`src/sbt_regs.svh`:
```
// Register offsets, field positions, reset values and timing counts
// Operation
// - Wide mode: low read copies high into buffer
// - Wide mode: low write loads high from buffer
// - Wide mode: live high byte never accessed directly
// - Narrow mode: two independent byte accesses
// - High write keeps prescaler; low write clears
// - Status bit shows clock from oscillator
// - Prescale field selects 1:1 to 1:8
// - Oscillator enable bit powers oscillator
// - Sync bit in external mode keeps the synchroniser and only drops the compare trigger
// - Source select: internal quarter clock or external input (pin, or oscillator when enabled)
// - Run bit starts and stops counting
// - External mode counts pin or oscillator rises
// - Enabled counter forces shared pins to inputs
// - Rollover to zero latches overflow flag
// - Compare trigger clears counter; writes win
`ifndef SBT_REGS_SVH
`define SBT_REGS_SVH
`define SBT_ADDR_CONTROL 8'h00
`define SBT_ADDR_LOW 8'h04
`define SBT_ADDR_HIGH 8'h08
`define SBT_ADDR_STATUS 8'h0c
`define SBT_ADDR_MASK 8'h10
`define SBT_CTL_RESET 8'h00
`define SBT_BIT_WIDE 7
`define SBT_BIT_SYSCLK 6
`define SBT_BIT_PS_HI 5
`define SBT_BIT_PS_LO 4
`define SBT_BIT_OSC_EN 3
`define SBT_BIT_SYNC_BYP 2
`define SBT_BIT_SRC 1
`define SBT_BIT_RUN 0
`define SBT_QUARTER_DIV 2'h3
`define SBT_COUNT_MAX 16'hffff
`endif

```
`src/sbt_pkg.sv`:
```
// Types shared by the timer counter files
package sbt_pkg;
    typedef enum logic [1:0] {
        SBT_PS_1 = 2'h0,
        SBT_PS_2 = 2'h1,
        SBT_PS_4 = 2'h2,
        SBT_PS_8 = 2'h3
    } sbt_prescale_type;
endpackage

```
`src/sbt_edge_sync.sv`:
```
// Two-stage synchroniser with rising edge detector
`timescale 1ns/1ps
`default_nettype none
module sbt_edge_sync (
    input wire logic pclk,
    input wire logic presetn,
    input wire logic async_in,
    output logic sync_level,
    output logic rise_pulse
);
    // Chain: first stage feeds only the second
    logic meta_reg;
    logic sync_reg;
    logic last_reg;
    always_ff @(posedge pclk or negedge presetn) begin
        if (!presetn) begin
            meta_reg <= 1'b0;
            sync_reg <= 1'b0;
            last_reg <= 1'b0;
        end else begin
            meta_reg <= async_in;
            sync_reg <= meta_reg;
            last_reg <= sync_reg;
        end
    end
    assign sync_level = sync_reg;
    // Edge seen only after the second stage
    assign rise_pulse = sync_reg & ~last_reg;
endmodule // sbt_edge_sync
`default_nettype wire

```
`src/sbt_timer.sv`:
```
// Sixteen bit timer counter with APB register access
`timescale 1ns/1ps
`default_nettype none
`include "sbt_regs.svh"
module sbt_timer
    import sbt_pkg::*;
(
    input wire logic pclk,
    input wire logic presetn,
    input wire logic psel,
    input wire logic penable,
    input wire logic pwrite,
    input wire logic [7:0] paddr,
    input wire logic [31:0] pwdata,
    output logic [31:0] prdata,
    output logic pready,
    output logic pslverr,
    input wire logic ext_count_pin,
    input wire logic lp_osc_in,
    input wire logic sysclk_src_lp,
    input wire logic compare_trigger,
    output logic lp_osc_power,
    output logic pins_forced_input,
    output logic irq
);
    // ****************************************
    // Bus decode
    // ****************************************
    logic acc; // Access phase
    logic wr_ok; // Write takes effect
    logic rd_setup; // Read setup: data staged for the access phase
    assign acc = psel & penable;
    assign wr_ok = acc & pwrite;
    // Zero wait states, so read data must stand before the access edge
    assign rd_setup = psel & ~penable & ~pwrite;

    // ****************************************
    // State
    // ****************************************
    logic [7:0] ctl_reg, ctl_next; // Control register
    logic [15:0] cnt_reg, cnt_next; // Live count
    logic [7:0] hbuf_reg, hbuf_next; // High byte buffer
    logic [2:0] ps_reg, ps_next; // Prescaler count
    logic [1:0] q_reg, q_next; // Quarter clock divider
    logic stat_reg, stat_next; // Sticky overflow flag
    logic mask_reg, mask_next; // Overflow enable
    logic [31:0] rd_reg, rd_next; // Read data
    logic irq_reg, irq_next; // Interrupt line
    logic sys_reg, sys_next; // Clock status resync
    logic sysm_reg; // Status first stage
    logic pin_rise; // Synchronised pin rise
    logic osc_rise; // Synchronised oscillator rise
    logic sel_rise; // Rise of the chosen external input
    logic trig_ok; // Trigger allowed in this mode
    logic tick; // Count source event
    logic ps_hit; // Prescaler output
    logic [2:0] ps_top; // Prescaler terminal value
    logic wide; // Wide access mode

    assign wide = ctl_reg[`SBT_BIT_WIDE];

    // Pin and oscillator each get their own synchroniser, so that
    // nothing but flip-flops ever looks at an asynchronous input
    sbt_edge_sync u_sync_pin (
        .pclk(pclk),
        .presetn(presetn),
        .async_in(ext_count_pin),
        .sync_level(),
        .rise_pulse(pin_rise)
    );
    // Oscillator input, same two-stage chain
    sbt_edge_sync u_sync_osc (
        .pclk(pclk),
        .presetn(presetn),
        .async_in(lp_osc_in),
        .sync_level(),
        .rise_pulse(osc_rise)
    );
    // Chosen after edge detection, so switching makes no false edge
    assign sel_rise = ctl_reg[`SBT_BIT_OSC_EN] ? osc_rise
                                                : pin_rise;
    // Trigger is dropped only for the unsynchronised external count
    assign trig_ok = compare_trigger
                     & ~(ctl_reg[`SBT_BIT_SRC] & ctl_reg[`SBT_BIT_SYNC_BYP]);

    // Clock status input, first stage; only sys_reg reads it
    always_ff @(posedge pclk or negedge presetn) begin
        if (!presetn) begin
            sysm_reg <= 1'b0;
        end else begin
            sysm_reg <= sysclk_src_lp;
        end
    end

    // ****************************************
    // Source and prescaler
    // ****************************************
    always_comb begin
        // Internal source ignores the sync bit
        if (!ctl_reg[`SBT_BIT_SRC]) begin
            tick = (q_reg == `SBT_QUARTER_DIV);
        end else begin
            // One clock only: the unsynchronised setting cannot count
            // without pclk, so both settings share the synchroniser and
            // the bypass bit only drops the compare trigger
            tick = sel_rise;
        end
        case (sbt_prescale_type'(ctl_reg[`SBT_BIT_PS_HI:`SBT_BIT_PS_LO]))
            SBT_PS_8: ps_top = 3'h7;
            SBT_PS_4: ps_top = 3'h3;
            SBT_PS_2: ps_top = 3'h1;
            default: ps_top = 3'h0;
        endcase
        ps_hit = ctl_reg[`SBT_BIT_RUN] & tick & (ps_reg == ps_top);
    end

    // ****************************************
    // Next state
    // ****************************************
    always_comb begin
        ctl_next = ctl_reg;
        cnt_next = cnt_reg;
        hbuf_next = hbuf_reg;
        ps_next = ps_reg;
        stat_next = stat_reg;
        mask_next = mask_reg;
        rd_next = rd_reg;
        q_next = q_reg + 2'd1;
        sys_next = sysm_reg;
        // Counting, then trigger, then software write, by priority
        if (ctl_reg[`SBT_BIT_RUN] && tick) begin
            ps_next = ps_hit ? 3'h0 : ps_reg + 3'h1;
        end
        if (ps_hit) begin
            cnt_next = cnt_reg + 16'h0001;
        end
        if (trig_ok) begin
            cnt_next = 16'h0000;
        end
        // Flag from counting rollover only, never from the trigger
        if (ps_hit && cnt_reg == `SBT_COUNT_MAX) begin
            stat_next = 1'b1;
        end
        if (wr_ok) begin
            if (paddr == `SBT_ADDR_CONTROL) begin
                ctl_next = pwdata[7:0];
                ctl_next[`SBT_BIT_SYSCLK] = ctl_reg[`SBT_BIT_SYSCLK];
            end else if (paddr == `SBT_ADDR_LOW) begin
                cnt_next[7:0] = pwdata[7:0];
                ps_next = 3'h0;
                if (wide) begin
                    cnt_next[15:8] = hbuf_reg;
                end
            end else if (paddr == `SBT_ADDR_HIGH) begin
                // Prescaler untouched on high writes
                if (wide) begin
                    hbuf_next = pwdata[7:0];
                end else begin
                    cnt_next[15:8] = pwdata[7:0];
                end
            end else if (paddr == `SBT_ADDR_STATUS) begin
                // Set beats the clear in the same cycle
                if (pwdata[0] && !(ps_hit && cnt_reg == `SBT_COUNT_MAX)) begin
                    stat_next = 1'b0;
                end
            end else if (paddr == `SBT_ADDR_MASK) begin
                mask_next = pwdata[0];
            end
        end
        // Read data and the wide-mode buffer copy share one edge, so the
        // two bytes always come from the same count
        if (rd_setup) begin
            rd_next = 32'h0000_0000;
            if (paddr == `SBT_ADDR_CONTROL) begin
                rd_next[7:0] = ctl_reg;
            end else if (paddr == `SBT_ADDR_LOW) begin
                rd_next[7:0] = cnt_reg[7:0];
                if (wide) begin
                    hbuf_next = cnt_reg[15:8];
                end
            end else if (paddr == `SBT_ADDR_HIGH) begin
                rd_next[7:0] = wide ? hbuf_reg : cnt_reg[15:8];
            end else if (paddr == `SBT_ADDR_STATUS) begin
                rd_next[0] = stat_reg;
            end else if (paddr == `SBT_ADDR_MASK) begin
                rd_next[0] = mask_reg;
            end
        end
        ctl_next[`SBT_BIT_SYSCLK] = sys_reg;
        irq_next = stat_next & mask_next;
    end

    // ****************************************
    // Registers
    // ****************************************
    always_ff @(posedge pclk or negedge presetn) begin
        if (!presetn) begin
            ctl_reg <= `SBT_CTL_RESET;
            cnt_reg <= 16'h0000;
            hbuf_reg <= 8'h00;
            ps_reg <= 3'h0;
            q_reg <= 2'h0;
            stat_reg <= 1'b0;
            mask_reg <= 1'b0;
            rd_reg <= 32'h0000_0000;
            irq_reg <= 1'b0;
            sys_reg <= 1'b0;
            pready <= 1'b0;
            pslverr <= 1'b0;
            lp_osc_power <= 1'b0;
            pins_forced_input <= 1'b0;
        end else begin
            ctl_reg <= ctl_next;
            cnt_reg <= cnt_next;
            hbuf_reg <= hbuf_next;
            ps_reg <= ps_next;
            q_reg <= q_next;
            stat_reg <= stat_next;
            mask_reg <= mask_next;
            rd_reg <= rd_next;
            irq_reg <= irq_next;
            sys_reg <= sys_next;
            pready <= 1'b1;
            pslverr <= 1'b0;
            lp_osc_power <= ctl_next[`SBT_BIT_OSC_EN];
            pins_forced_input <= ctl_next[`SBT_BIT_RUN];
        end
    end
    assign prdata = rd_reg;
    assign irq = irq_reg;

    // ****************************************
    // Assertions
    // ****************************************
    property p_wide_low_read;
        @(posedge pclk) disable iff (!presetn)
        (rd_setup && wide && paddr == `SBT_ADDR_LOW)
            |=> hbuf_reg == $past(cnt_reg[15:8]);
    endproperty
    a_wide_low_read: assert property (p_wide_low_read)
        else $error("Buffer not loaded on low read");
    property p_wide_low_write;
        @(posedge pclk) disable iff (!presetn)
        (wr_ok && wide && paddr == `SBT_ADDR_LOW)
            |=> cnt_reg == {$past(hbuf_reg), $past(pwdata[7:0])};
    endproperty
    a_wide_low_write: assert property (p_wide_low_write)
        else $error("Wide write did not load both bytes");
    property p_wide_high_write;
        @(posedge pclk) disable iff (!presetn)
        (wr_ok && wide && paddr == `SBT_ADDR_HIGH && !compare_trigger)
            |=> cnt_reg[15:8] == $past(cnt_reg[15:8])
                || $past(ps_hit);
    endproperty
    a_wide_high_write: assert property (p_wide_high_write)
        else $error("Live high byte written in wide mode");
    property p_narrow_high_write;
        @(posedge pclk) disable iff (!presetn)
        (wr_ok && !wide && paddr == `SBT_ADDR_HIGH)
            |=> cnt_reg[15:8] == $past(pwdata[7:0]);
    endproperty
    a_narrow_high_write: assert property (p_narrow_high_write)
        else $error("Narrow high write lost");
    property p_low_write_ps;
        @(posedge pclk) disable iff (!presetn)
        (wr_ok && paddr == `SBT_ADDR_LOW) |=> ps_reg == 3'h0;
    endproperty
    a_low_write_ps: assert property (p_low_write_ps)
        else $error("Prescaler not cleared");
    property p_stopped;
        @(posedge pclk) disable iff (!presetn)
        (!ctl_reg[`SBT_BIT_RUN] && !wr_ok && !compare_trigger)
            |=> cnt_reg == $past(cnt_reg);
    endproperty
    a_stopped: assert property (p_stopped)
        else $error("Counter moved while stopped");
    property p_overflow;
        @(posedge pclk) disable iff (!presetn)
        (ps_hit && cnt_reg == `SBT_COUNT_MAX)
            |=> stat_reg && irq == mask_reg;
    endproperty
    a_overflow: assert property (p_overflow)
        else $error("Overflow not latched");
    property p_pins;
        @(posedge pclk) disable iff (!presetn)
        ctl_reg[`SBT_BIT_RUN] |-> pins_forced_input;
    endproperty
    a_pins: assert property (p_pins)
        else $error("Pins not forced to input");
    property p_trigger_clear;
        @(posedge pclk) disable iff (!presetn)
        (trig_ok && !wr_ok) |=> cnt_reg == 16'h0000;
    endproperty
    a_trigger_clear: assert property (p_trigger_clear)
        else $error("Trigger did not clear the count");
    property p_high_write_ps;
        @(posedge pclk) disable iff (!presetn)
        (wr_ok && paddr == `SBT_ADDR_HIGH && !tick)
            |=> ps_reg == $past(ps_reg);
    endproperty
    a_high_write_ps: assert property (p_high_write_ps)
        else $error("High write moved the prescaler");
    c_wide_read: cover property (@(posedge pclk) disable iff (!presetn)
        rd_setup && wide && paddr == `SBT_ADDR_LOW);
    c_overflow: cover property (@(posedge pclk) disable iff (!presetn)
        stat_reg && irq);
    c_wide_rw: cover property (@(posedge pclk) disable iff (!presetn)
        wr_ok && wide && paddr == `SBT_ADDR_LOW);
    c_trigger: cover property (@(posedge pclk) disable iff (!presetn)
        compare_trigger && ctl_reg[`SBT_BIT_RUN]);
endmodule // sbt_timer
`default_nettype wire

```
`config.mk`:
```
export PLATFORM = sky130hd
export DESIGN_NAME = sbt_timer
export DESIGN_NICKNAME = d
export VERILOG_FILES = /design/src/sbt_pkg.sv /design/src/sbt_edge_sync.sv /design/src/sbt_timer.sv
export VERILOG_INCLUDE_DIRS = /design/src
export SDC_FILE = /design/constraint.sdc
export NUM_CORES = 1
export LEC_CHECK = 0
export ABC_CLOCK_PERIOD_IN_PS = 2750
export BUFFER_PORTS_ARGS = -buffer_cell sky130_fd_sc_hd__buf_4
export CAP_MARGIN = 40
export CORE_MARGIN = 8
export CORE_UTILIZATION = 53
export DETAILED_ROUTE_END_ITERATION = 16
export GPL_TIMING_DRIVEN = 0
export PLACE_DENSITY = 0.92
export SETUP_SLACK_MARGIN = 0.3
export SLEW_MARGIN = 20
export SYNTH_ARGS = -nofsm -noshare
export SYNTH_HDL_FRONTEND = slang
export SYNTH_SLANG_ARGS = --single-unit
```
`constraint.sdc`:
```
create_clock -name pclk -period 2.75 [get_ports pclk]
set_input_delay 0 -clock pclk [delete_from_list [all_inputs] [get_ports pclk]]
set_output_delay 0 -clock pclk [all_outputs]
set_load 0.05 [all_outputs]
```
==> results of run 1 <==
==> worst max-delay path, stage by stage <==
cell,delay (ns)
dlygate4sd3_1,0.54
buf_4,0.15
nor4_2,0.46
nand3_1,0.25
clkbuf_1,0.29
nor3b_2,0.32
nand2b_1,0.35
o21ai_0,0.17
==> cell usage after synthesis (3+ instances only) <==
cell type,instances
o2111ai_1,5
and4_1,6
and3_1,6
a22o_1,8
mux2_2,9
buf_4,25
o22ai_1,14
ha_1,3
nor2_1,16
clkbuf_1,13
xor2_1,7
a21oi_1,14
nand2_1,18
mux2i_1,23
and2_1,3
a22oi_1,9
a2111oi_0,3
xnor2_1,7
nor3_1,5
dfrtp_1,57
a211oi_1,4
o211ai_1,3
nand3_1,8
o21ai_0,15
nand4_1,7
==> logic make-up after synthesis <==
group,synth area share (%)
simple gates,15.26
compound gates,16.86
flops,44.38
buf+inv,7.980
mux,10.32
xor+xnor,3.815
fa+ha+maj,1.168
other cells,0.2336
==> power groups by stage <==
stage | Combinational (mW) | Sequential (mW) | Clock [mW]
after floorplan | 0.149 | 0.884 | 0
after global placement | 0.215 | 0.880 | 0
after detailed placement | 0.220 | 0.882 | 0
after CTS | 0.237 | 0.866 | 0.883
after global routing | 0.258 | 0.867 | 0.920
final | 0.244 | 0.866 | 0.870
==> area by class of cell <==
| type | count | area [um2] |
|---|---|---|
| inverters | 2 | 7.507 |
| clock inverters | 5 | 78.83 |
| plain buffers | 41 | 249.0 |
| multi-input cells | 242 | 1633 |
| flip-flops and latches | 57 | 1426 |
| repair buffers | 48 | 395.4 |
| fillers | 460 | 1861 |
| well taps | 75 | 93.84 |
| clock buffers | 11 | 141.4 |
==> per-layer routing <==
layer  GRT usage (%)  vias up  share of wire, %
li1                -     1311                 -
met2           32.85      179                48
met3           5.036       28                11
met1           23.17     1341                39
met5               0        -                 0
met4           9.379        0               2.9
==> final timing paths <==
check                                  startpoint               endpoint  slack, ns  cells past startpoint
setup / recovery                         paddr[5]   cnt_reg[0]$_DFF_PN0_       0.41                      8
hold / removal                    compare_trigger  cnt_reg[14]$_DFF_PN0_       0.14                      4
setup reg to reg           ctl_reg[4]$_DFFE_PN0P_  cnt_reg[14]$_DFF_PN0_       0.46                      6
hold reg to reg                sys_next$_DFF_PN0_      sys_reg$_DFF_PN0_       0.35                      0
max in group asynchronous                 presetn  hbuf_reg[0]$_DFF_PN0_       2.02                      2
min in group asynchronous                 presetn   cnt_reg[2]$_DFF_PN0_       0.26                      2
==> repair_timing <==
item | 4_1_cts | 5_1_grt
hold endpoints to repair | 77 | 0
resized for setup | 0 | 2
setup endpoints to repair | 0 | 11
hold buffers | 14 | 0
==> reports/qor.txt, run 1 <==
status: finished clean
post-CTS setup buffer count: 0
final slew viol count: 0
max cap viols: 0
CTS tree: built
drt first-iter violations: 272
Overall Power: 1.980 mW
most frequent cells in the layout: 59 x buf_4, 57 x dfrtp_1, 26 x conb_1
row cnt: 28
Final setup viols: 0
Worst EP required: 2.95 ns
Async SR Flop Fraction: 100.0%
Clock Skews: 0.007550 ns
grt total ovfl: 0
leakage power: 1.892 nW
Mapped Cells: 318
Syn Area/Cell: 10.11 um2
count of flip-flops with a built-in enable after synthesis: 0
main area contributors after synthesis: dfrtp_1 44%, mux2i_1 7.2%, buf_4 5.8%
combinational power share: 12.3%
PnR worst setup slack: 0.4093 ns
CTS max path bufs: 2
worst-path maximum fanout: 10
Core Area: 5886 um2
first-pass GRT wire length: 13.64 mm
Total Routing Usage GR: 19.72%
share of cells above drive strength 1: 22.66%
Pwr Density: 491.8 nW/um2
Hold Vio Cnt, Final: 0
# port buffers: 34
Slew headroom: 47.45%
sequential share of the synthesized area: 44.38%
initial antenna violation count: 0
I/O pins: 86
synth warn: 0
CTS root buf: clkbuf_8
H-tree depth: 3
Worst-Margin Slew: 0.7846 ns
Placed Cells incl. Taps: 451
Clock transition at path regs: 0.06 ns
Design Area, Final: 4025 um2
Final Non-Filler Cells: 481
hold_ws: 0.1359 ns
GPL Wtd Cong: 1.016
Inserted Diodes: 0
Via density: 5.944
Crit Path Class: in -> reg
Final Cycle Share: 85.12%
DP HPWL: 6.031 mm
wire length per cell: 18.27 um
worst vdd ir: 0.3464 mV
Layout area overhead: 25.22%
die width: 93.88 um
Die Span Y: 93.88 um
Placed Area: 3654 um2
Pre-antenna DRT Iters: 6
Crit. End Element: flip-flop
Worst Hold Class: in -> reg
Clk Latency, worst-skew pair: 0.34 ns
post-layout util: 68.39%
Initial Utilization: 54.61%
share of power burned in registers: 43.8%
arrival time at the worst endpoint: 2.54 ns
final setup TNS: 0 ns
cell area after synthesis: 3214 um2
Routed Antenna Nets: 0
Distinct cells, synth: 49
residual DRC count: 0
# nets final: 453
Via Count: 2859
CTS buffer count: 9
FMAX: 427.2 MHz
leading area contributor after synthesis: dfrtp_1
vias in the first global route: 2763
RSZ-0062 raised after global routing: false
clock period minus worst slack: 2.341 ns
commonest non-fill, non-tap cell in the layout: buf_4
P_sw: 0.5096 mW
Cell Int Power: 1.470 mW
total clock sinks: 57
power share of the clock group: 43.9%
post-synth top area share: 44.38%
max reg flops: 16
Top FF cell, synth: dfrtp_1
synthesis-stage register bit count: 57
area of the die: 8813 um2
Sw Share: 25.74%
pin count of the biggest net entering global routing: 58
CP startpoint kind: input port
Setup WS pre-CTS: 0.5025 ns
final wirelength: 8.786 mm
No activity file was read; power rests on OpenSTA's default activity.
==> inputs of run 2 (changes only) <==
--- a/config.mk
+++ b/config.mk
@@ -9,8 +9,10 @@
 export ABC_CLOCK_PERIOD_IN_PS = 2750
 export BUFFER_PORTS_ARGS = -buffer_cell sky130_fd_sc_hd__buf_4
 export CAP_MARGIN = 40
+export CORE_ASPECT_RATIO = 1.2
 export CORE_MARGIN = 8
 export CORE_UTILIZATION = 53
+export CTS_BUF_LIST = sky130_fd_sc_hd__clkbuf_16
 export DETAILED_ROUTE_END_ITERATION = 16
 export GPL_TIMING_DRIVEN = 0
 export PLACE_DENSITY = 0.92
==> reports/qor.txt, run 2 (synthesis gave the netlist of run 1 again) <==
post-layout util: 68.44%
Clock transition at path regs: 0.05 ns
worst vdd ir: 0.4598 mV
PnR worst setup slack: 0.4209 ns
Hold Crit Endpoint: prdata[0]$_DFFE_PN0P_
clock period minus worst slack: 2.329 ns
Hold Crit Start: paddr[5]
row cnt: 31
Pre-antenna DRT Iters: 5
FMAX: 429.4 MHz
share of cells above drive strength 1: 21.29%
most frequent cells in the layout: 59 x buf_4, 57 x dfrtp_1, 26 x conb_1
Inserted Diodes: 0
final setup TNS: 0 ns
H-tree depth: 3
Via Count: 2899
CTS tree: built
R2R depth: 5
hold_ws: 0.007347 ns
die width: 87.09 um
max reg flops: 16
Placed Cells incl. Taps: 458
Clk Latency, worst-skew pair: 0.33 ns
initial antenna violation count: 0
worst-path maximum fanout: 8
final slew viol count: 0
Final setup viols: 0
Design Area, Final: 4061 um2
Die Span Y: 101.3 um
Final Non-Filler Cells: 486
CTS root buf: clkbuf_16
Initial Utilization: 54.16%
commonest non-fill, non-tap cell in the layout: buf_4
final wirelength: 8.666 mm
# nets final: 451
R2R Setup Slk: 0.42 ns
CTS buffer count: 9
Worst Hold Class: in -> reg
Worst EP required: 3.02 ns
Placed Area: 3662 um2
hold-fix buffers at CTS: 12
Worst-Margin Slew: 0.7873 ns
area occupied by multi-input gates: 1622 um2
Crit Path Class: reg -> reg
cells resized by post-CTS repair: 0
Clock Skews: 0.01165 ns
post-CTS setup buffer count: 0
Crit. End Element: flip-flop
Setup WS pre-CTS: 0.4291 ns
DP HPWL: 5.910 mm
Slew headroom: 47.32%
residual DRC count: 0
Core Area: 5934 um2
# port buffers: 34
Routed Antenna Nets: 0
pin count of the biggest net entering global routing: 58
Total Routing Usage GR: 20.39%
CTS max path bufs: 2
wire length per cell: 17.83 um
CP startpoint kind: flip-flop
fill count: 458
Hold Vio Cnt, Final: 0
area of the die: 8823 um2
FF+latch area: 1426 um2
GPL Wtd Cong: 1.021
arrival time at the worst endpoint: 2.60 ns
Via density: 5.965
RSZ-0062 raised after global routing: false
status: finished clean
Layout area overhead: 26.35%
first-pass GRT wire length: 13.84 mm
drt first-iter violations: 267
total clock sinks: 57
r2r startpoint: ctl_reg[3]$_DFFE_PN0P_
Pwr Density: 529.5 nW/um2
max cap viols: 0
grt total ovfl: 0
worst hold path depth: 4
vias in the first global route: 2906
Final Cycle Share: 84.69%
leakage power: 1.911 nW
r2r endpoint: irq$_DFF_PN0_
I/O pins: 86
Overall Power: 2.150 mW
run 2: metal layers:
layer  part of all wire, %  GRT usage, %
met4                   4.5         14.59
met5                     0             0
met1                    35         21.21
met3                   9.2         5.763
met2                    51         34.61
run 2: how the worst max path moves through the flow:
| stage | startpoint | endpoint | slack [ns] | depth (start not counted) |
|---|---|---|---|---|
| 3_5_place_dp | paddr[4] | cnt_reg[6]$_DFF_PN0_ | 0.43 | 7 |
| 2_1_floorplan | ctl_reg[3]$_DFFE_PN0P_ | cnt_reg[14]$_DFF_PN0_ | 0.36 | 5 |
| 4_1_cts | ctl_reg[3]$_DFFE_PN0P_ | irq$_DFF_PN0_ | 0.46 | 5 |
| 5_1_grt | ctl_reg[3]$_DFFE_PN0P_ | irq$_DFF_PN0_ | 0.30 | 5 |
| 3_3_place_gp | paddr[4] | cnt_reg[6]$_DFF_PN0_ | 0.47 | 7 |
| 6_report | ctl_reg[3]$_DFFE_PN0P_ | irq$_DFF_PN0_ | 0.42 | 5 |
run 2: final cells by class:
class | instances | area share, %
Buffer | 41 | 6.131
Clock buffer | 9 | 5.545
Clock inverter | 7 | 1.325
Inverter | 2 | 0.1848
Multi-Input combinational cell | 242 | 39.93
Sequential cell | 57 | 35.12
Tap cell | 82 | 2.526
Timing Repair Buffer | 46 | 9.242
run 2: power breakdown:
group          switching [mW]  internal, mW
clock                   0.364         0.681
sequential             0.0131         0.855
combinational           0.155        0.0821
total                   0.533          1.62
run 2: worst max-delay path, cell delays in order (launching register included):
cell       delay [ns]
dfrtp_1          0.43
or3b_4           0.40
a31oi_1          0.59
o2111ai_1        0.33
o21ai_0          0.34
and2_1           0.18
==> inputs of run 3 (changes only) <==
--- a/config.mk
+++ b/config.mk
@@ -6,7 +6,7 @@
 export SDC_FILE = /design/constraint.sdc
 export NUM_CORES = 1
 export LEC_CHECK = 0
-export ABC_CLOCK_PERIOD_IN_PS = 2750
+export ABC_CLOCK_PERIOD_IN_PS = 2400
 export BUFFER_PORTS_ARGS = -buffer_cell sky130_fd_sc_hd__buf_4
 export CAP_MARGIN = 40
 export CORE_ASPECT_RATIO = 1.2
==> constraint.sdc (replaced) <==
create_clock -name pclk -period 2.4 [get_ports pclk]
set_input_delay 0 -clock pclk [delete_from_list [all_inputs] [get_ports pclk]]
set_output_delay 0 -clock pclk [all_outputs]
set_load 0.05 [all_outputs]
==> reports/qor.txt, run 3 (synthesis gave the netlist of run 1 again) <==
final wirelength: 8.766 mm
CTS tree: built
first-pass GRT wire length: 14.30 mm
vias in the first global route: 2877
wire length per cell: 17.93 um
pin count of the biggest net entering global routing: 58
power share of the clock group: 45.6%
residual DRC count: 0
Crit. End Element: flip-flop
combinational power share: 11.8%
CP startpoint kind: flip-flop
DP HPWL: 6.290 mm
Total Routing Usage GR: 20.82%
Worst EP required: 2.64 ns
Via density: 5.773
row cnt: 31
Sw Share: 25.41%
max reg flops: 16
Cell Int Power: 1.742 mW
CTS root buf: clkbuf_16
area occupied by multi-input gates: 1655 um2
Clock Skews: 0.006262 ns
worst vdd ir: 0.4225 mV
Pre-antenna DRT Iters: 5
final slew viol count: 0
Inserted Diodes: 0
share of power burned in registers: 42.6%
Placed Cells incl. Taps: 458
Clock transition at path regs: 0.05 ns
Layout area overhead: 27.56%
Pwr Density: 569.5 nW/um2
FMAX: 464.7 MHz
fill count: 479
drt first-iter violations: 242
Initial Utilization: 54.16%
Via Count: 2823
most frequent cells in the layout: 63 x buf_4, 55 x dfrtp_1, 26 x conb_1
RSZ-0062 raised after global routing: true
total clock sinks: 57
I/O pins: 86
Worst Hold Class: in -> reg
H-tree depth: 3
arrival time at the worst endpoint: 2.39 ns
Slew headroom: 47.03%
Routed Antenna Nets: 0
# port buffers: 34
Final Cycle Share: 89.67%
grt total ovfl: 0
status: finished clean
FF+latch area: 1429 um2
Die Span Y: 101.3 um
GPL Wtd Cong: 0.9309
clock period minus worst slack: 2.152 ns
Core Area: 5934 um2
leakage power: 1.930 nW
# nets final: 455
final setup TNS: 0 ns
initial antenna violation count: 0
Clk Latency, worst-skew pair: 0.32 ns
area of the die: 8823 um2
P_sw: 0.5934 mW
Final Non-Filler Cells: 489
max cap viols: 0
Final setup viols: 0
worst-path maximum fanout: 3
share of cells above drive strength 1: 24.32%
die width: 87.09 um
commonest non-fill, non-tap cell in the layout: buf_4
CTS max path bufs: 2
Worst-Margin Slew: 0.7946 ns
Hold Vio Cnt, Final: 0
Crit Path Class: reg -> reg
CTS buffer count: 9
run 3: cell count changes in the layout (fill, tap and decap cells not counted), sizes merged:
cell    before  now
inv          4    6
clkinv       4    2
buf         62   66
bufinv       1    0
run 3: area by class of cell:
type                    instances  share of cell area, %
inverters                       2                 0.1831
plain buffers                  41                  6.164
flip-flops and latches         57                  34.85
clock buffers                   9                  5.493
multi-input cells             242                  40.37
well taps                      82                  2.502
repair buffers                 50                  9.887
clock inverters                 6                 0.5493
run 3: worst paths after layout:
path | start | endpoint | slack [ns] | cells past startpoint
max | ctl_reg[3]$_DFFE_PN0P_ | cnt_reg[14]$_DFF_PN0_ | 0.25 | 5
min | paddr[6] | prdata[0]$_DFFE_PN0P_ | 0.03 | 4
max reg2reg | ctl_reg[3]$_DFFE_PN0P_ | cnt_reg[14]$_DFF_PN0_ | 0.25 | 5
min reg2reg | sys_next$_DFF_PN0_ | sys_reg$_DFF_PN0_ | 0.35 | 0
max in group asynchronous | presetn | ctl_reg[3]$_DFFE_PN0P_ | 1.62 | 2
min in group asynchronous | presetn | ctl_reg[1]$_DFFE_PN0P_ | 0.28 | 2
run 3: power groups by stage:
stage,registers [mW],logic (mW),clock network [mW]
2_1_floorplan,1.01,0.171,0
3_3_place_gp,1.01,0.247,0
3_5_place_dp,1.01,0.253,0
4_1_cts,0.996,0.270,1.07
5_1_grt,0.997,0.293,1.12
6_report,0.996,0.275,1.06
run 3: layer usage:
layer / up-vias / wire (um) / global-route usage [%]
met5: - / 0 / 0
met4: 0 / 172 / 8.886
met3: 17 / 614 / 5.276
met2: 122 / 4572 / 35.84
met1: 1371 / 3407 / 23.84
li1: 1313 / - / -
run 3: worst max-delay path: stages, from the launching register on:
cell	delay (ns)
dfrtp_2	0.41
or3b_4	0.41
and3_4	0.19
or4b_4	0.49
or4b_1	0.47
o211ai_1	0.09
run 3: repair_timing:
action / 4_1_cts / 5_1_grt
pin swaps: 0 / 1
hold buffers: 12 / 0
buffers inserted: 0 / 4
setup endpoints to repair: 18 / 20
endpoints found under the hold margin: 76 / 0
gates resized for setup: 7 / 7
gates cloned: 0 / 0
run 3: per-stage QoR:
step	hold slack, ns	setup slack (ns)	instance area (um2)	util [%]	power [mW]
final	0.02587	0.2480	4100	69.09	2.335
after detailed placement	0.1035	0.03984	3665	61.75	1.264
after global routing	0.07537	0.1906	4100	69.09	2.407
after global placement	0.08709	0.009581	3665	61.75	1.255
after floorplan	-0.2956	0.1801	3307	-	1.183
after CTS	0.01908	0.2088	4055	68.33	2.339
